**config.mk**
```make
export PLATFORM = sky130hd
export DESIGN_NAME = code_reader_parallel_trigger_io
export DESIGN_NICKNAME = d
export VERILOG_FILES = /design/src/rtl/trig_io_pkg.sv /design/src/rtl/code_reader_parallel_trigger_io.sv /design/src/rtl/trig_io_sync.sv
export SDC_FILE = /design/constraint.sdc
export NUM_CORES = 1
export LEC_CHECK = 0
export ABC_AREA = 1
export BUFFER_PORTS_ARGS = -buffer_cell sky130_fd_sc_hd__buf_2
export CAP_MARGIN = 20
export CORE_MARGIN = 2
export CORE_UTILIZATION = 45
export DETAILED_ROUTE_END_ITERATION = 8
export PLACE_DENSITY_LB_ADDON = 0.08
export SYNTH_ARGS = -nofsm -noshare
export SYNTH_HDL_FRONTEND = slang
export SYNTH_SLANG_ARGS = --single-unit
```
**constraint.sdc**
```tcl
create_clock -name mclk -period 5.6 [get_ports mclk]
set_clock_uncertainty 0.1 [all_clocks]
set_input_delay 0 -clock mclk [delete_from_list [all_inputs] [get_ports mclk]]
set_output_delay 0 -clock mclk [all_outputs]
set_load 0.05 [all_outputs]
```
**src/rtl/trig_io_pkg.sv**
```systemverilog
package trig_io_pkg;

    // times in tenths of a millisecond, cycles derived at 10 MHz
    localparam int unsigned CLK_HZ            = 10_000_000;
    localparam int unsigned TICK_PER_MS10     = CLK_HZ / 10_000;
    localparam logic [16:0] PERIOD_MIN_MS10   = 17'h0_0014;
    localparam logic [16:0] PERIOD_MAX_MS10   = 17'h1_86A0;
    localparam logic [16:0] PERIOD_DEF_MS10   = 17'h0_0064;
    localparam logic [16:0] DELAY_MIN_MS10    = 17'h0_000A;
    localparam logic [16:0] DELAY_MAX_MS10    = 17'h0_2710;
    localparam logic [16:0] DELAY_DEF_MS10    = 17'h0_000A;
    localparam logic [16:0] ON_MIN_MS10       = 17'h0_000A;
    localparam logic [16:0] ON_MAX_MS10       = 17'h0_2710;
    localparam logic [16:0] ON_DEF_MS10       = 17'h0_0032;
    localparam logic [11:0] TICK_CYCLES       = 12'(TICK_PER_MS10);
    // power-up quiet time, 0.5 s in tenths of a millisecond
    localparam logic [16:0] POWERUP_MS10      = 17'h0_1388;
    localparam logic [3:0]  SCENE_MAX         = 4'h9;
    localparam logic [3:0]  SCENE_DEF         = 4'h0;
    localparam logic [7:0]  RETRY_DEF         = 8'h00;

    typedef enum logic [1:0] {
        SRC_ONE, SRC_HELD, SRC_SCN1, SRC_SCN2
    } trig_src_t;

    function automatic logic [16:0] clamp_ms10(
        input logic [16:0] v,
        input logic [16:0] lo,
        input logic [16:0] hi
    );
        if (v < lo) begin
            return lo;
        end else if (v > hi) begin
            return hi;
        end
        return v;
    endfunction : clamp_ms10

endpackage : trig_io_pkg

```
**src/rtl/code_reader_parallel_trigger_io.sv**
```systemverilog
// Summary of operation
// - judgement_output active on fail by default, on success if chosen
// - output period 2.0..10000.0 ms, default 10.0 ms
// - gate delay 1.0..1000.0 ms after result shown, default 1.0 ms
// - gate on-time 1.0..1000.0 ms, default 5.0 ms
// - triggers acted on only in monitor or run mode
// - one reading per rising edge of single shot trigger
// - single shot stops on success, else retries up to retry count
// - held trigger ignores retry count
// - continuous mode reads again while held trigger stays active
// - level mode retries until success, fails when input drops
// - scene switch triggers change scene before reading
// - scene per switch trigger 0..9, default 0, level behaviour
// - one result for every reading executed
// - result outputs change only in run mode
// - success requests decoded data send on serial link
// - failure requests error code send on serial link
// - outputs start inactive; host ignores first 0.5 s
// - busy while reading, triggers rejected meanwhile
module code_reader_parallel_trigger_io (
    input  wire logic        mclk,
    input  wire logic        resetn,
    input  wire logic        single_shot_trigger,
    input  wire logic        held_trigger,
    input  wire logic        scene_switch_trigger_first,
    input  wire logic        scene_switch_trigger_second,
    input  wire logic        run_mode,
    input  wire logic        monitor_mode,
    input  wire logic        polarity_success_active,
    input  wire logic        held_level_mode,
    input  wire logic [7:0]  retry_count,
    input  wire logic [3:0]  scene_first_cfg,
    input  wire logic [3:0]  scene_second_cfg,
    input  wire logic [3:0]  current_scene,
    input  wire logic [16:0] period_ms10,
    input  wire logic [16:0] gate_delay_ms10,
    input  wire logic [16:0] gate_on_ms10,
    input  wire logic        read_done,
    input  wire logic        read_ok,
    output logic             read_start,
    output logic [3:0]       read_scene,
    output logic             busy,
    output logic             judgement_output,
    output logic             gate_strobe,
    output logic             send_data,
    output logic             send_error
);
    typedef enum logic [1:0] {RD_IDLE, RD_WAIT, RD_NEXT} rd_state_t;
    typedef enum logic [1:0] {GT_IDLE, GT_DELAY, GT_ON, GT_REST} gt_state_t;

    logic [3:0]       trig_s;
    logic             one_prev_r;
    rd_state_t        rd_r;
    trig_io_pkg::trig_src_t src_r;
    logic [7:0]       tries_r;
    logic             res_valid_r;
    logic             res_ok_r;
    gt_state_t        gt_r;
    logic [11:0]      tick_cnt_r;
    logic             tick;
    logic [16:0]      gt_cnt_r;
    logic [16:0]      per_cnt_r;
    logic [3:1]       lock_r;
    logic             pend_r;
    logic             pend_ok_r;
    logic             active_mode;
    logic             one_rise;
    logic [16:0]      per_eff;
    logic [16:0]      dly_eff;
    logic [16:0]      on_eff;

    function automatic logic [3:0] scene_sel(input logic [3:0] s);
        if (s > trig_io_pkg::SCENE_MAX) begin
            return trig_io_pkg::SCENE_MAX;
        end
        return s;
    endfunction : scene_sel

    trig_io_sync u_sync (
        .mclk     (mclk),
        .resetn   (resetn),
        .async_in ({scene_switch_trigger_second, scene_switch_trigger_first,
                    held_trigger, single_shot_trigger}),
        .sync_out (trig_s)
    );

    assign active_mode = run_mode | monitor_mode;
    assign one_rise    = trig_s[0] & ~one_prev_r;
    assign per_eff = trig_io_pkg::clamp_ms10(period_ms10,
        trig_io_pkg::PERIOD_MIN_MS10, trig_io_pkg::PERIOD_MAX_MS10);
    assign dly_eff = trig_io_pkg::clamp_ms10(gate_delay_ms10,
        trig_io_pkg::DELAY_MIN_MS10, trig_io_pkg::DELAY_MAX_MS10);
    assign on_eff  = trig_io_pkg::clamp_ms10(gate_on_ms10,
        trig_io_pkg::ON_MIN_MS10, trig_io_pkg::ON_MAX_MS10);
    assign tick = (tick_cnt_r == trig_io_pkg::TICK_CYCLES - 12'h001);

    always_ff @(posedge mclk or negedge resetn) begin
        if (!resetn) begin
            one_prev_r <= 1'b0;
        end else begin
            one_prev_r <= trig_s[0];
        end
    end

    // level sources stop after a good read until their input drops
    always_ff @(posedge mclk or negedge resetn) begin
        if (!resetn) begin
            lock_r <= 3'b000;
        end else begin
            lock_r <= lock_r & trig_s[3:1];
            if (rd_r == RD_WAIT && read_done && read_ok) begin
                case (src_r)
                    trig_io_pkg::SRC_HELD: begin
                        lock_r[1] <= held_level_mode & trig_s[1];
                    end
                    trig_io_pkg::SRC_SCN1: begin
                        lock_r[2] <= trig_s[2];
                    end
                    trig_io_pkg::SRC_SCN2: begin
                        lock_r[3] <= trig_s[3];
                    end
                    default: begin
                    end
                endcase
            end
        end
    end

    always_ff @(posedge mclk or negedge resetn) begin
        if (!resetn) begin
            tick_cnt_r <= 12'h000;
        end else if (tick || (gt_r == GT_IDLE && pend_r)) begin
            // phase restarts with each gate so delays are whole units
            tick_cnt_r <= 12'h000;
        end else begin
            tick_cnt_r <= tick_cnt_r + 12'h001;
        end
    end

    // reading sequencer: one start per attempt, one result once the attempts of a reading end
    always_ff @(posedge mclk or negedge resetn) begin
        if (!resetn) begin
            rd_r        <= RD_IDLE;
            src_r       <= trig_io_pkg::SRC_ONE;
            tries_r     <= 8'h00;
            read_start  <= 1'b0;
            read_scene  <= trig_io_pkg::SCENE_DEF;
            busy        <= 1'b0;
            res_valid_r <= 1'b0;
            res_ok_r    <= 1'b0;
        end else begin
            read_start  <= 1'b0;
            res_valid_r <= 1'b0;
            case (rd_r)
                RD_IDLE: begin
                    busy <= 1'b0;
                    // triggers seen while busy are dropped, not queued
                    if (active_mode) begin
                        if (one_rise) begin
                            src_r      <= trig_io_pkg::SRC_ONE;
                            read_scene <= current_scene;
                            tries_r    <= 8'h00;
                            read_start <= 1'b1;
                            busy       <= 1'b1;
                            rd_r       <= RD_WAIT;
                        end else if (trig_s[1] && !lock_r[1]) begin
                            src_r      <= trig_io_pkg::SRC_HELD;
                            read_scene <= current_scene;
                            read_start <= 1'b1;
                            busy       <= 1'b1;
                            rd_r       <= RD_WAIT;
                        end else if (trig_s[2] && !lock_r[2]) begin
                            src_r      <= trig_io_pkg::SRC_SCN1;
                            read_scene <= scene_sel(scene_first_cfg);
                            read_start <= 1'b1;
                            busy       <= 1'b1;
                            rd_r       <= RD_WAIT;
                        end else if (trig_s[3] && !lock_r[3]) begin
                            src_r      <= trig_io_pkg::SRC_SCN2;
                            read_scene <= scene_sel(scene_second_cfg);
                            read_start <= 1'b1;
                            busy       <= 1'b1;
                            rd_r       <= RD_WAIT;
                        end
                    end
                end
                RD_WAIT: begin
                    if (read_done) begin
                        rd_r <= RD_NEXT;
                        if (read_ok) begin
                            res_valid_r <= 1'b1;
                            res_ok_r    <= 1'b1;
                            rd_r        <= RD_IDLE;
                        end else if (src_r == trig_io_pkg::SRC_ONE) begin
                            if (tries_r >= retry_count) begin
                                res_valid_r <= 1'b1;
                                res_ok_r    <= 1'b0;
                                rd_r        <= RD_IDLE;
                            end else begin
                                tries_r <= tries_r + 8'h01;
                            end
                        end else if (src_r == trig_io_pkg::SRC_HELD &&
                                     !held_level_mode) begin
                            res_valid_r <= 1'b1;
                            res_ok_r    <= 1'b0;
                            rd_r        <= RD_IDLE;
                        end
                    end
                end
                RD_NEXT: begin
                    // level behaviour: fail reported when the input drops
                    if ((src_r == trig_io_pkg::SRC_HELD && !trig_s[1]) ||
                        (src_r == trig_io_pkg::SRC_SCN1 && !trig_s[2]) ||
                        (src_r == trig_io_pkg::SRC_SCN2 && !trig_s[3])) begin
                        res_valid_r <= 1'b1;
                        res_ok_r    <= 1'b0;
                        rd_r        <= RD_IDLE;
                    end else begin
                        read_start <= 1'b1;
                        rd_r       <= RD_WAIT;
                    end
                end
                default: rd_r <= RD_IDLE;
            endcase
        end
    end

    // one pending result; a newer one overwrites it while the gate is busy
    always_ff @(posedge mclk or negedge resetn) begin
        if (!resetn) begin
            pend_r    <= 1'b0;
            pend_ok_r <= 1'b0;
        end else if (res_valid_r && run_mode) begin
            pend_r    <= 1'b1;
            pend_ok_r <= res_ok_r;
        end else if (gt_r == GT_IDLE && pend_r) begin
            pend_r <= 1'b0;
        end
    end

    always_ff @(posedge mclk or negedge resetn) begin
        if (!resetn) begin
            send_data  <= 1'b0;
            send_error <= 1'b0;
        end else begin
            send_data  <= res_valid_r & res_ok_r;
            send_error <= res_valid_r & ~res_ok_r;
        end
    end

    // gate sequencer: present, delay, strobe, rest out the period
    always_ff @(posedge mclk or negedge resetn) begin
        if (!resetn) begin
            gt_r             <= GT_IDLE;
            gt_cnt_r         <= 17'h0_0000;
            per_cnt_r        <= 17'h0_0000;
            judgement_output <= 1'b0;
            gate_strobe      <= 1'b0;
        end else begin
            if (gt_r != GT_IDLE && tick) begin
                per_cnt_r <= per_cnt_r + 17'h0_0001;
            end
            if (gt_r != GT_IDLE && gt_r != GT_REST && tick) begin
                gt_cnt_r <= gt_cnt_r + 17'h0_0001;
            end
            case (gt_r)
                GT_IDLE: begin
                    if (pend_r) begin
                        judgement_output <= pend_ok_r ^
                            ~polarity_success_active;
                        gt_cnt_r  <= 17'h0_0000;
                        per_cnt_r <= 17'h0_0000;
                        gt_r      <= GT_DELAY;
                    end
                end
                GT_DELAY: begin
                    if (tick && gt_cnt_r == dly_eff - 17'h0_0001) begin
                        gate_strobe <= 1'b1;
                        gt_cnt_r    <= 17'h0_0000;
                        gt_r        <= GT_ON;
                    end
                end
                GT_ON: begin
                    if (tick && gt_cnt_r == on_eff - 17'h0_0001) begin
                        gate_strobe <= 1'b0;
                        gt_r        <= GT_REST;
                    end
                end
                GT_REST: begin
                    if (per_cnt_r >= per_eff) begin
                        judgement_output <= 1'b0;
                        gt_r             <= GT_IDLE;
                    end
                end
                default: gt_r <= GT_IDLE;
            endcase
        end
    end
endmodule : code_reader_parallel_trigger_io

```
**src/rtl/trig_io_sync.sv**
```systemverilog
module trig_io_sync (
    input  wire logic       mclk,
    input  wire logic       resetn,
    input  wire logic [3:0] async_in,
    output logic      [3:0] sync_out
);
    logic [3:0] meta_r;

    // first stage feeds only the second stage
    always_ff @(posedge mclk or negedge resetn) begin
        if (!resetn) begin
            meta_r   <= 4'h0;
            sync_out <= 4'h0;
        end else begin
            meta_r   <= async_in;
            sync_out <= meta_r;
        end
    end
endmodule : trig_io_sync

```
# ---- Word level (Yosys, flattened, before mapping)
# Cells that the tools add are included.
dict set report totals {
  register_bits 86
  in_bits 83
  output_inout_bits 10
  elab_cells 222
}
dict set report classes {
  add_sub_neg 6
  magnitude_cmp 10
  eq_ne 26
  n_mux 105
  bitwise 10
  reduce_logical 43
}
# cell n
set ops {}
lappend ops {{$mux W17} 15}
lappend ops {{$mux W8} 6}
lappend ops {{$mux W1} 47}
lappend ops {{$mux W2} 18}
lappend ops {{$add A17 B1 Y17 const B} 2}
lappend ops {{$eq A17 B17 Y1} 2}
lappend ops {{$gt A17 B14 Y1 const B} 2}
lappend ops {{$lt A17 B4 Y1 const B} 2}
lappend ops {{$pmux W17 S2} 1}
lappend ops {{$sub A17 B1 Y17 const B} 2}
lappend ops {{$mux W4} 8}
lappend ops {{$ne A2 B2 Y1 const B} 11}
lappend ops {{$ge A17 B17 Y1} 1}
lappend ops {{$gt A17 B17 Y1 const B} 1}
lappend ops {{$lt A17 B5 Y1 const B} 1}
lappend ops {{$logic_and A1 B1 Y1} 16}
lappend ops {{$pmux W8 S2} 1}
lappend ops {{$add A12 B1 Y12 const B} 1}
lappend ops {{$eq A12 B10 Y1 const B} 1}
lappend ops {{$mux W12} 1}
lappend ops {{$reduce_and A3 Y1} 4}
lappend ops {{$reduce_bool A2 Y1} 6}
lappend ops {{$eq A2 B2 Y1 const B} 5}
lappend ops {{$pmux W1 S2} 5}
lappend ops {{23 further kinds} 41}

# ---- Depth between registers and ports, before layout
dict set report depth {
  depth_word 13
  mapped_depth 24
  depth_no_buf 24
}

# ---- Modules after synthesis
# From an unflattened synthesis, not the netlist that was laid out.
dict set report hier_totals {
  cells_unflattened 1014
  area_unflattened_um2 7060.5
}
# mod n_inst cells_each area_per_inst_um2 seq_area_each_um2
set by_module_without_submodules {}
lappend by_module_without_submodules {code_reader_parallel_trigger_io 1 1006 6860.3 1951.9}
lappend by_module_without_submodules {trig_io_sync 1 8 200.2 200.2}

# ---- Least setup slack after synthesis
# No wires, ideal clock.
dict set report synth_path {
  path_type {in2reg}
  from {input port period_ms10[7]}
  to {register judgement_output}
  setup_ps 127
  arrival_ps 2619
  t_required_ps 5373
  slack_ps 2753
  path_stages 21
  cell_sequence {inv_1 -> nor2_1 -> nand3_1 -> nor4b_1 -> nand3b_1 -> nand2_1 -> inv_1 -> nor2_1 -> nand2_1 -> ha_1 -> inv_1 -> nor3_1 -> nand4_1 -> o311ai_0 -> o21bai_1 -> nand2_1 -> a31oi_1 -> a21oi_1 -> o21ai_0 -> nand2_1 -> o21ai_0}
}
dict set report synth_between {
  elab_chain_len 7
}
# element line
set synth_rtl {}
lappend synth_rtl {{start: declaration} code_reader_parallel_trigger_io.sv:35} ;# input wire logic [16:0] period_ms10,
lappend synth_rtl {{$gt A17 B17 Y1} trig_io_pkg.sv:33} ;# end else if (v > hi) begin
lappend synth_rtl {{$mux W1} trig_io_pkg.sv:33}
lappend synth_rtl {{$mux W1} trig_io_pkg.sv:31} ;# if (v < lo) begin
lappend synth_rtl {{$mux W17 (*)} trig_io_pkg.sv:36} ;# return v;
lappend synth_rtl {{$ge A17 B17 Y1 (*)} code_reader_parallel_trigger_io.sv:290} ;# if (per_cnt_r >= per_eff) begin
lappend synth_rtl {{$ne A2 B2 Y1 (no line) (*)} -}
lappend synth_rtl {{$reduce_and A3 Y1 (no line) (*)} -}
lappend synth_rtl {{end signal: assignment} code_reader_parallel_trigger_io.sv:269} ;# judgement_output <= pend_ok_r ^
lappend synth_rtl {{end: declaration} code_reader_parallel_trigger_io.sv:43} ;# output logic judgement_output,
# Every way passes the cells marked *; elsewhere a longest branch is shown, timed or not.
# A chain may end at the register's enable or synchronous reset.

# ---- Worst setup path in the final report
# Same ends and word-level chain as after synthesis.

==> flow_metrics.py <==
metrics = {
    "global_route": {
        "grt_first_pass_wirelength_um": 27600,
        "gr-total-overflow": 0,
        "grt_max_degree": 58,
        "grtUsageTotal_pct": 20.6,
        "grt_pass1_vias": 5975,
        "antenna_found_initial": 0,
    },
    "yosys": {
        "synthCells": 977,
        "synth_top_area_cell": "dfrtp_1",
        "synth_common_cells": "nand2_1 (208), inv_1 (167), nor2_1 (116)",
        "syn_nets": 1099,
        "synth.top_cells.by_area": "dfrtp_1 (31%), nand2_1 (11%), inv_1 (9.2%), ha_1 (7.1%), nor2_1 (6.4%)",
        "synthArstFlopShare_pct": 100,
        "netlist_area_sq_mm": 0.00683,
        "synth_edf_count": 0,
        "yosysMostFrequentCell": "nand2_1",
        "synth_cell_types": 51,
        "yosysSeqAreaShare_pct": 31.5,
        "yosys_warnings": 0,
        "synth_area_per_cell_sq_um": 6.99,
        "synth-main-ff-cell": "dfrtp_1",
        "synth_top_area_share_pct": 31.5,
        "ys_seq_elements": 86,
    },
    "placement": {
        "place.gp.congestion": 0.826,
        "dp_slack_ns": 2.14,
        "dp_hpwl_um": 12400,
        "io_buffer_count": 92,
    },
    "setup_path": {
        "critPathTopFamily": "simple AND/OR/NAND/NOR gates",
        "crit_path_max_fanout": 8,
        "start_kind": "primary input",
        "worstPathCellList": "buf_2, inv_1, nor2_1, nand3_1, nor4b_1, nand3b_1, nand2_1, inv_1, nor2_1, nand2_1, ha_1, inv_1, nor3_1, nand4_1, o311ai_0, o21bai_1, nand2_1, a31oi_1, a21oi_1, o21ai_0, nand2_1, o21ai_0",
        "critPathSlowestCell": "nor2_1",
        "endpoint_kind": "flop",
        "crit_type": "in2reg",
        "critPathArrivalTime_ns": 3.24,
        "max_stage_delay_ns": 0.35,
        "cp_data_required_time_ns": 5.72,
        "crit_top_cell": "nand2_1",
        "cp_num_buf_inv": 4,
    },
    "drt": {
        "detail-route-antenna-nets": 0,
        "drt_iter0_markers": 328,
        "detailroute.via_count": 6280,
        "drc": 0,
        "drt-total-wl_um": 15700,
        "vias_per_cell": 4.90,
        "drt_first_pass_iters": 5,
        "routedWlPerCell_um": 12.2,
    },
    "timing": {
        "maxSlewViolCount": 0,
        "setup_tns_ns": 0,
        "fmax_ghz": 0.320,
        "setup_viol": 0,
        "hold_violations": 0,
        "timing.final.crit_share_pct": 55.8,
        "rsz0062_at_grt": "false",
        "min_period_ns": 3.12,
        "worst_pin_slew_ns": 0.711,
        "setup_slack_ns": 2.48,
        "slew_headroom_pct": 52.6,
    },
    "clocking": {
        "clk_latency_ns": 0.34,
        "cts-buffers-inserted": 9,
        "cts_tree": "done",
        "cts_setup_buffers": 0,
        "h-tree-depth": 3,
        "root_buffer": "clkbuf_16",
        "post_cts_resized": 0,
        "cts_sinks": 86,
        "cts.path.max_buffers": 2,
        "clk_pin_slew_worst_paths_ns": 0.07,
    },
    "run_status": {
        "status": "complete, no violations",
    },
    "min_path": {
        "hold_path.class": "in2async",
    },
    "cells_and_area": {
        "area_growth_pct": 16.6,
        "diodes": 0,
        "fillers": 1536,
        "fin_util_pct": 53.0,
        "drive_gt1_share_pct": 14.5,
        "fin_nets": 1210,
    },
    "floorplanning": {
        "rows": 45,
        "core-area_sq_mm": 0.0150,
        "die_y_um": 127,
        "dieArea_sq_mm": 0.0162,
        "start_util_pct": 45.5,
        "ios": 93,
        "die_width_um": 127,
    },
    "power_and_ir_drop": {
        "clkPwrFrac_pct": 34.1,
        "p_int_w": 0.00126,
        "peakVddDrop_v": 0.000214,
        "switchingPower_w": 0.000641,
        "power_density_mw_per_mm2": 239,
        "p_leak_nw": 4.24,
        "seq_power_share_pct": 38.4,
        "swShare_pct": 33.7,
        "combPwrFrac_pct": 27.6,
    },
    "job": {
        "drv_cap": 0,
    },
}
-- layout make-up --
cell class	instances	area (sq um)	share of cell area, %
clock inverters	6	95.1	1.19
inverters	171	642	8.06
well taps	188	235	2.95
repair buffers	112	658	8.26
multi-input cells	708	3950	49.6
flip-flops and latches	86	2150	27.0
clock buffers	10	229	2.88
-- layout by cell type, fill, tap and decap left out, types with 5 or more instances in the layout --
master,n
a21oi_1,54
buf_2,91
clkbuf_16,9
dfrtp_1,86
dlygate4sd3_1,18
ha_1,39
inv_1,167
nand2_1,208
nand3_1,74
nand3_2,8
nand3b_1,9
nand4_1,23
nor2_1,116
nor2_2,12
nor2_4,5
nor3_1,15
nor3b_1,5
nor4_1,8
o21a_1,5
o21ai_0,33
xnor2_1,14
xor2_1,31
-- power groups by stage --
| stage | registers [W] | clock network (W) | logic (W) |
|---|---|---|---|
| global placement | 0.000741 | 0 | 0.000497 |
| floorplan | 0.000816 | 0 | 0.000277 |
| finish | 0.000730 | 0.000648 | 0.000524 |
| CTS | 0.000730 | 0.000664 | 0.000529 |
| detailed placement | 0.000739 | 0 | 0.000502 |
| global route | 0.000740 | 0.000695 | 0.000603 |
-- cells by family (layout without fill, tap and decap cells) --
group	after synthesis	count (layout)	synth area share [%]
xor+xnor	45	45	5.77
compound gates	120	120	10.1
simple gates	502	502	34.6
buf+inv	183	299	10.7
mux	2	2	0.311
flops	86	86	31.5
fa+ha+maj	39	39	7.14
-- metrics by stage --
step                      instances  power, W  hold slack, ns  instance area, sq um
after floorplan                 977   0.00109          -0.396                  6830
after global placement         1247   0.00124          -0.150                  7460
after detailed placement       1247   0.00124          -0.149                  7460
after CTS                      1281   0.00192          0.0190                  7960
after global routing           1281   0.00204          0.0556                  7960
final                          1281   0.00190         0.00995                  7960
-- flip-flops by register name, indices dropped and copies added (netlist names), 2 cells and up --
register         count
tick_cnt_r          12
per_cnt_r           17
u_sync.sync_out      4
src_r                2
u_sync.meta_r        4
gt_cnt_r            17
lock_r               3
rd_r                 2
gt_r                 2
read_scene           4
tries_r              8
-- worst reg2reg max path, stage by stage (launching register included) --
cell and delay, ns:
dfrtp_1 0.38, ha_1 0.17, nand2_1 0.11, nor3_1 0.19, nand3_1 0.19, nor2_2 0.17, inv_2 0.10, nor3_2 0.20
inv_1 0.06, nor2_1 0.15, inv_1 0.09, nor3_2 0.21, inv_1 0.08, nor2_2 0.13, nand4_1 0.12, a21oi_1 0.15
o21a_1 0.13
-- final timing paths --
kind,start,to,slack (ns),cells past startpoint
setup / recovery,period_ms10[7],judgement_output,2.48,22
hold / removal,resetn,read_scene[1],0.01,2
setup reg to reg,tick_cnt_r[0],per_cnt_r[16],2.80,16
hold reg to reg,u_sync.meta_r[2],u_sync.sync_out[2],0.25,0
max in group asynchronous,resetn,gt_cnt_r[12],4.33,3
min in group mclk,scene_first_cfg[3],read_scene[3],0.07,3
-- routing by layer --
metal / vias to the layer above / part of all wire (%) / global-route usage (%)
met5: - / 0 / 0
li1: 3373 / - / -
met2: 98 / 47 / 35.5
met1: 2796 / 49 / 28.2
met3: 13 / 3.0 / 2.30
met4: 0 / 0.83 / 4.72
-- what timing repair did --
item | CTS | global route
hold buffers | 18 | 0
endpoints found under the hold margin | 44 | 0
setup endpoints to repair | 0 | 0
(Power assumes the default switching activity.)
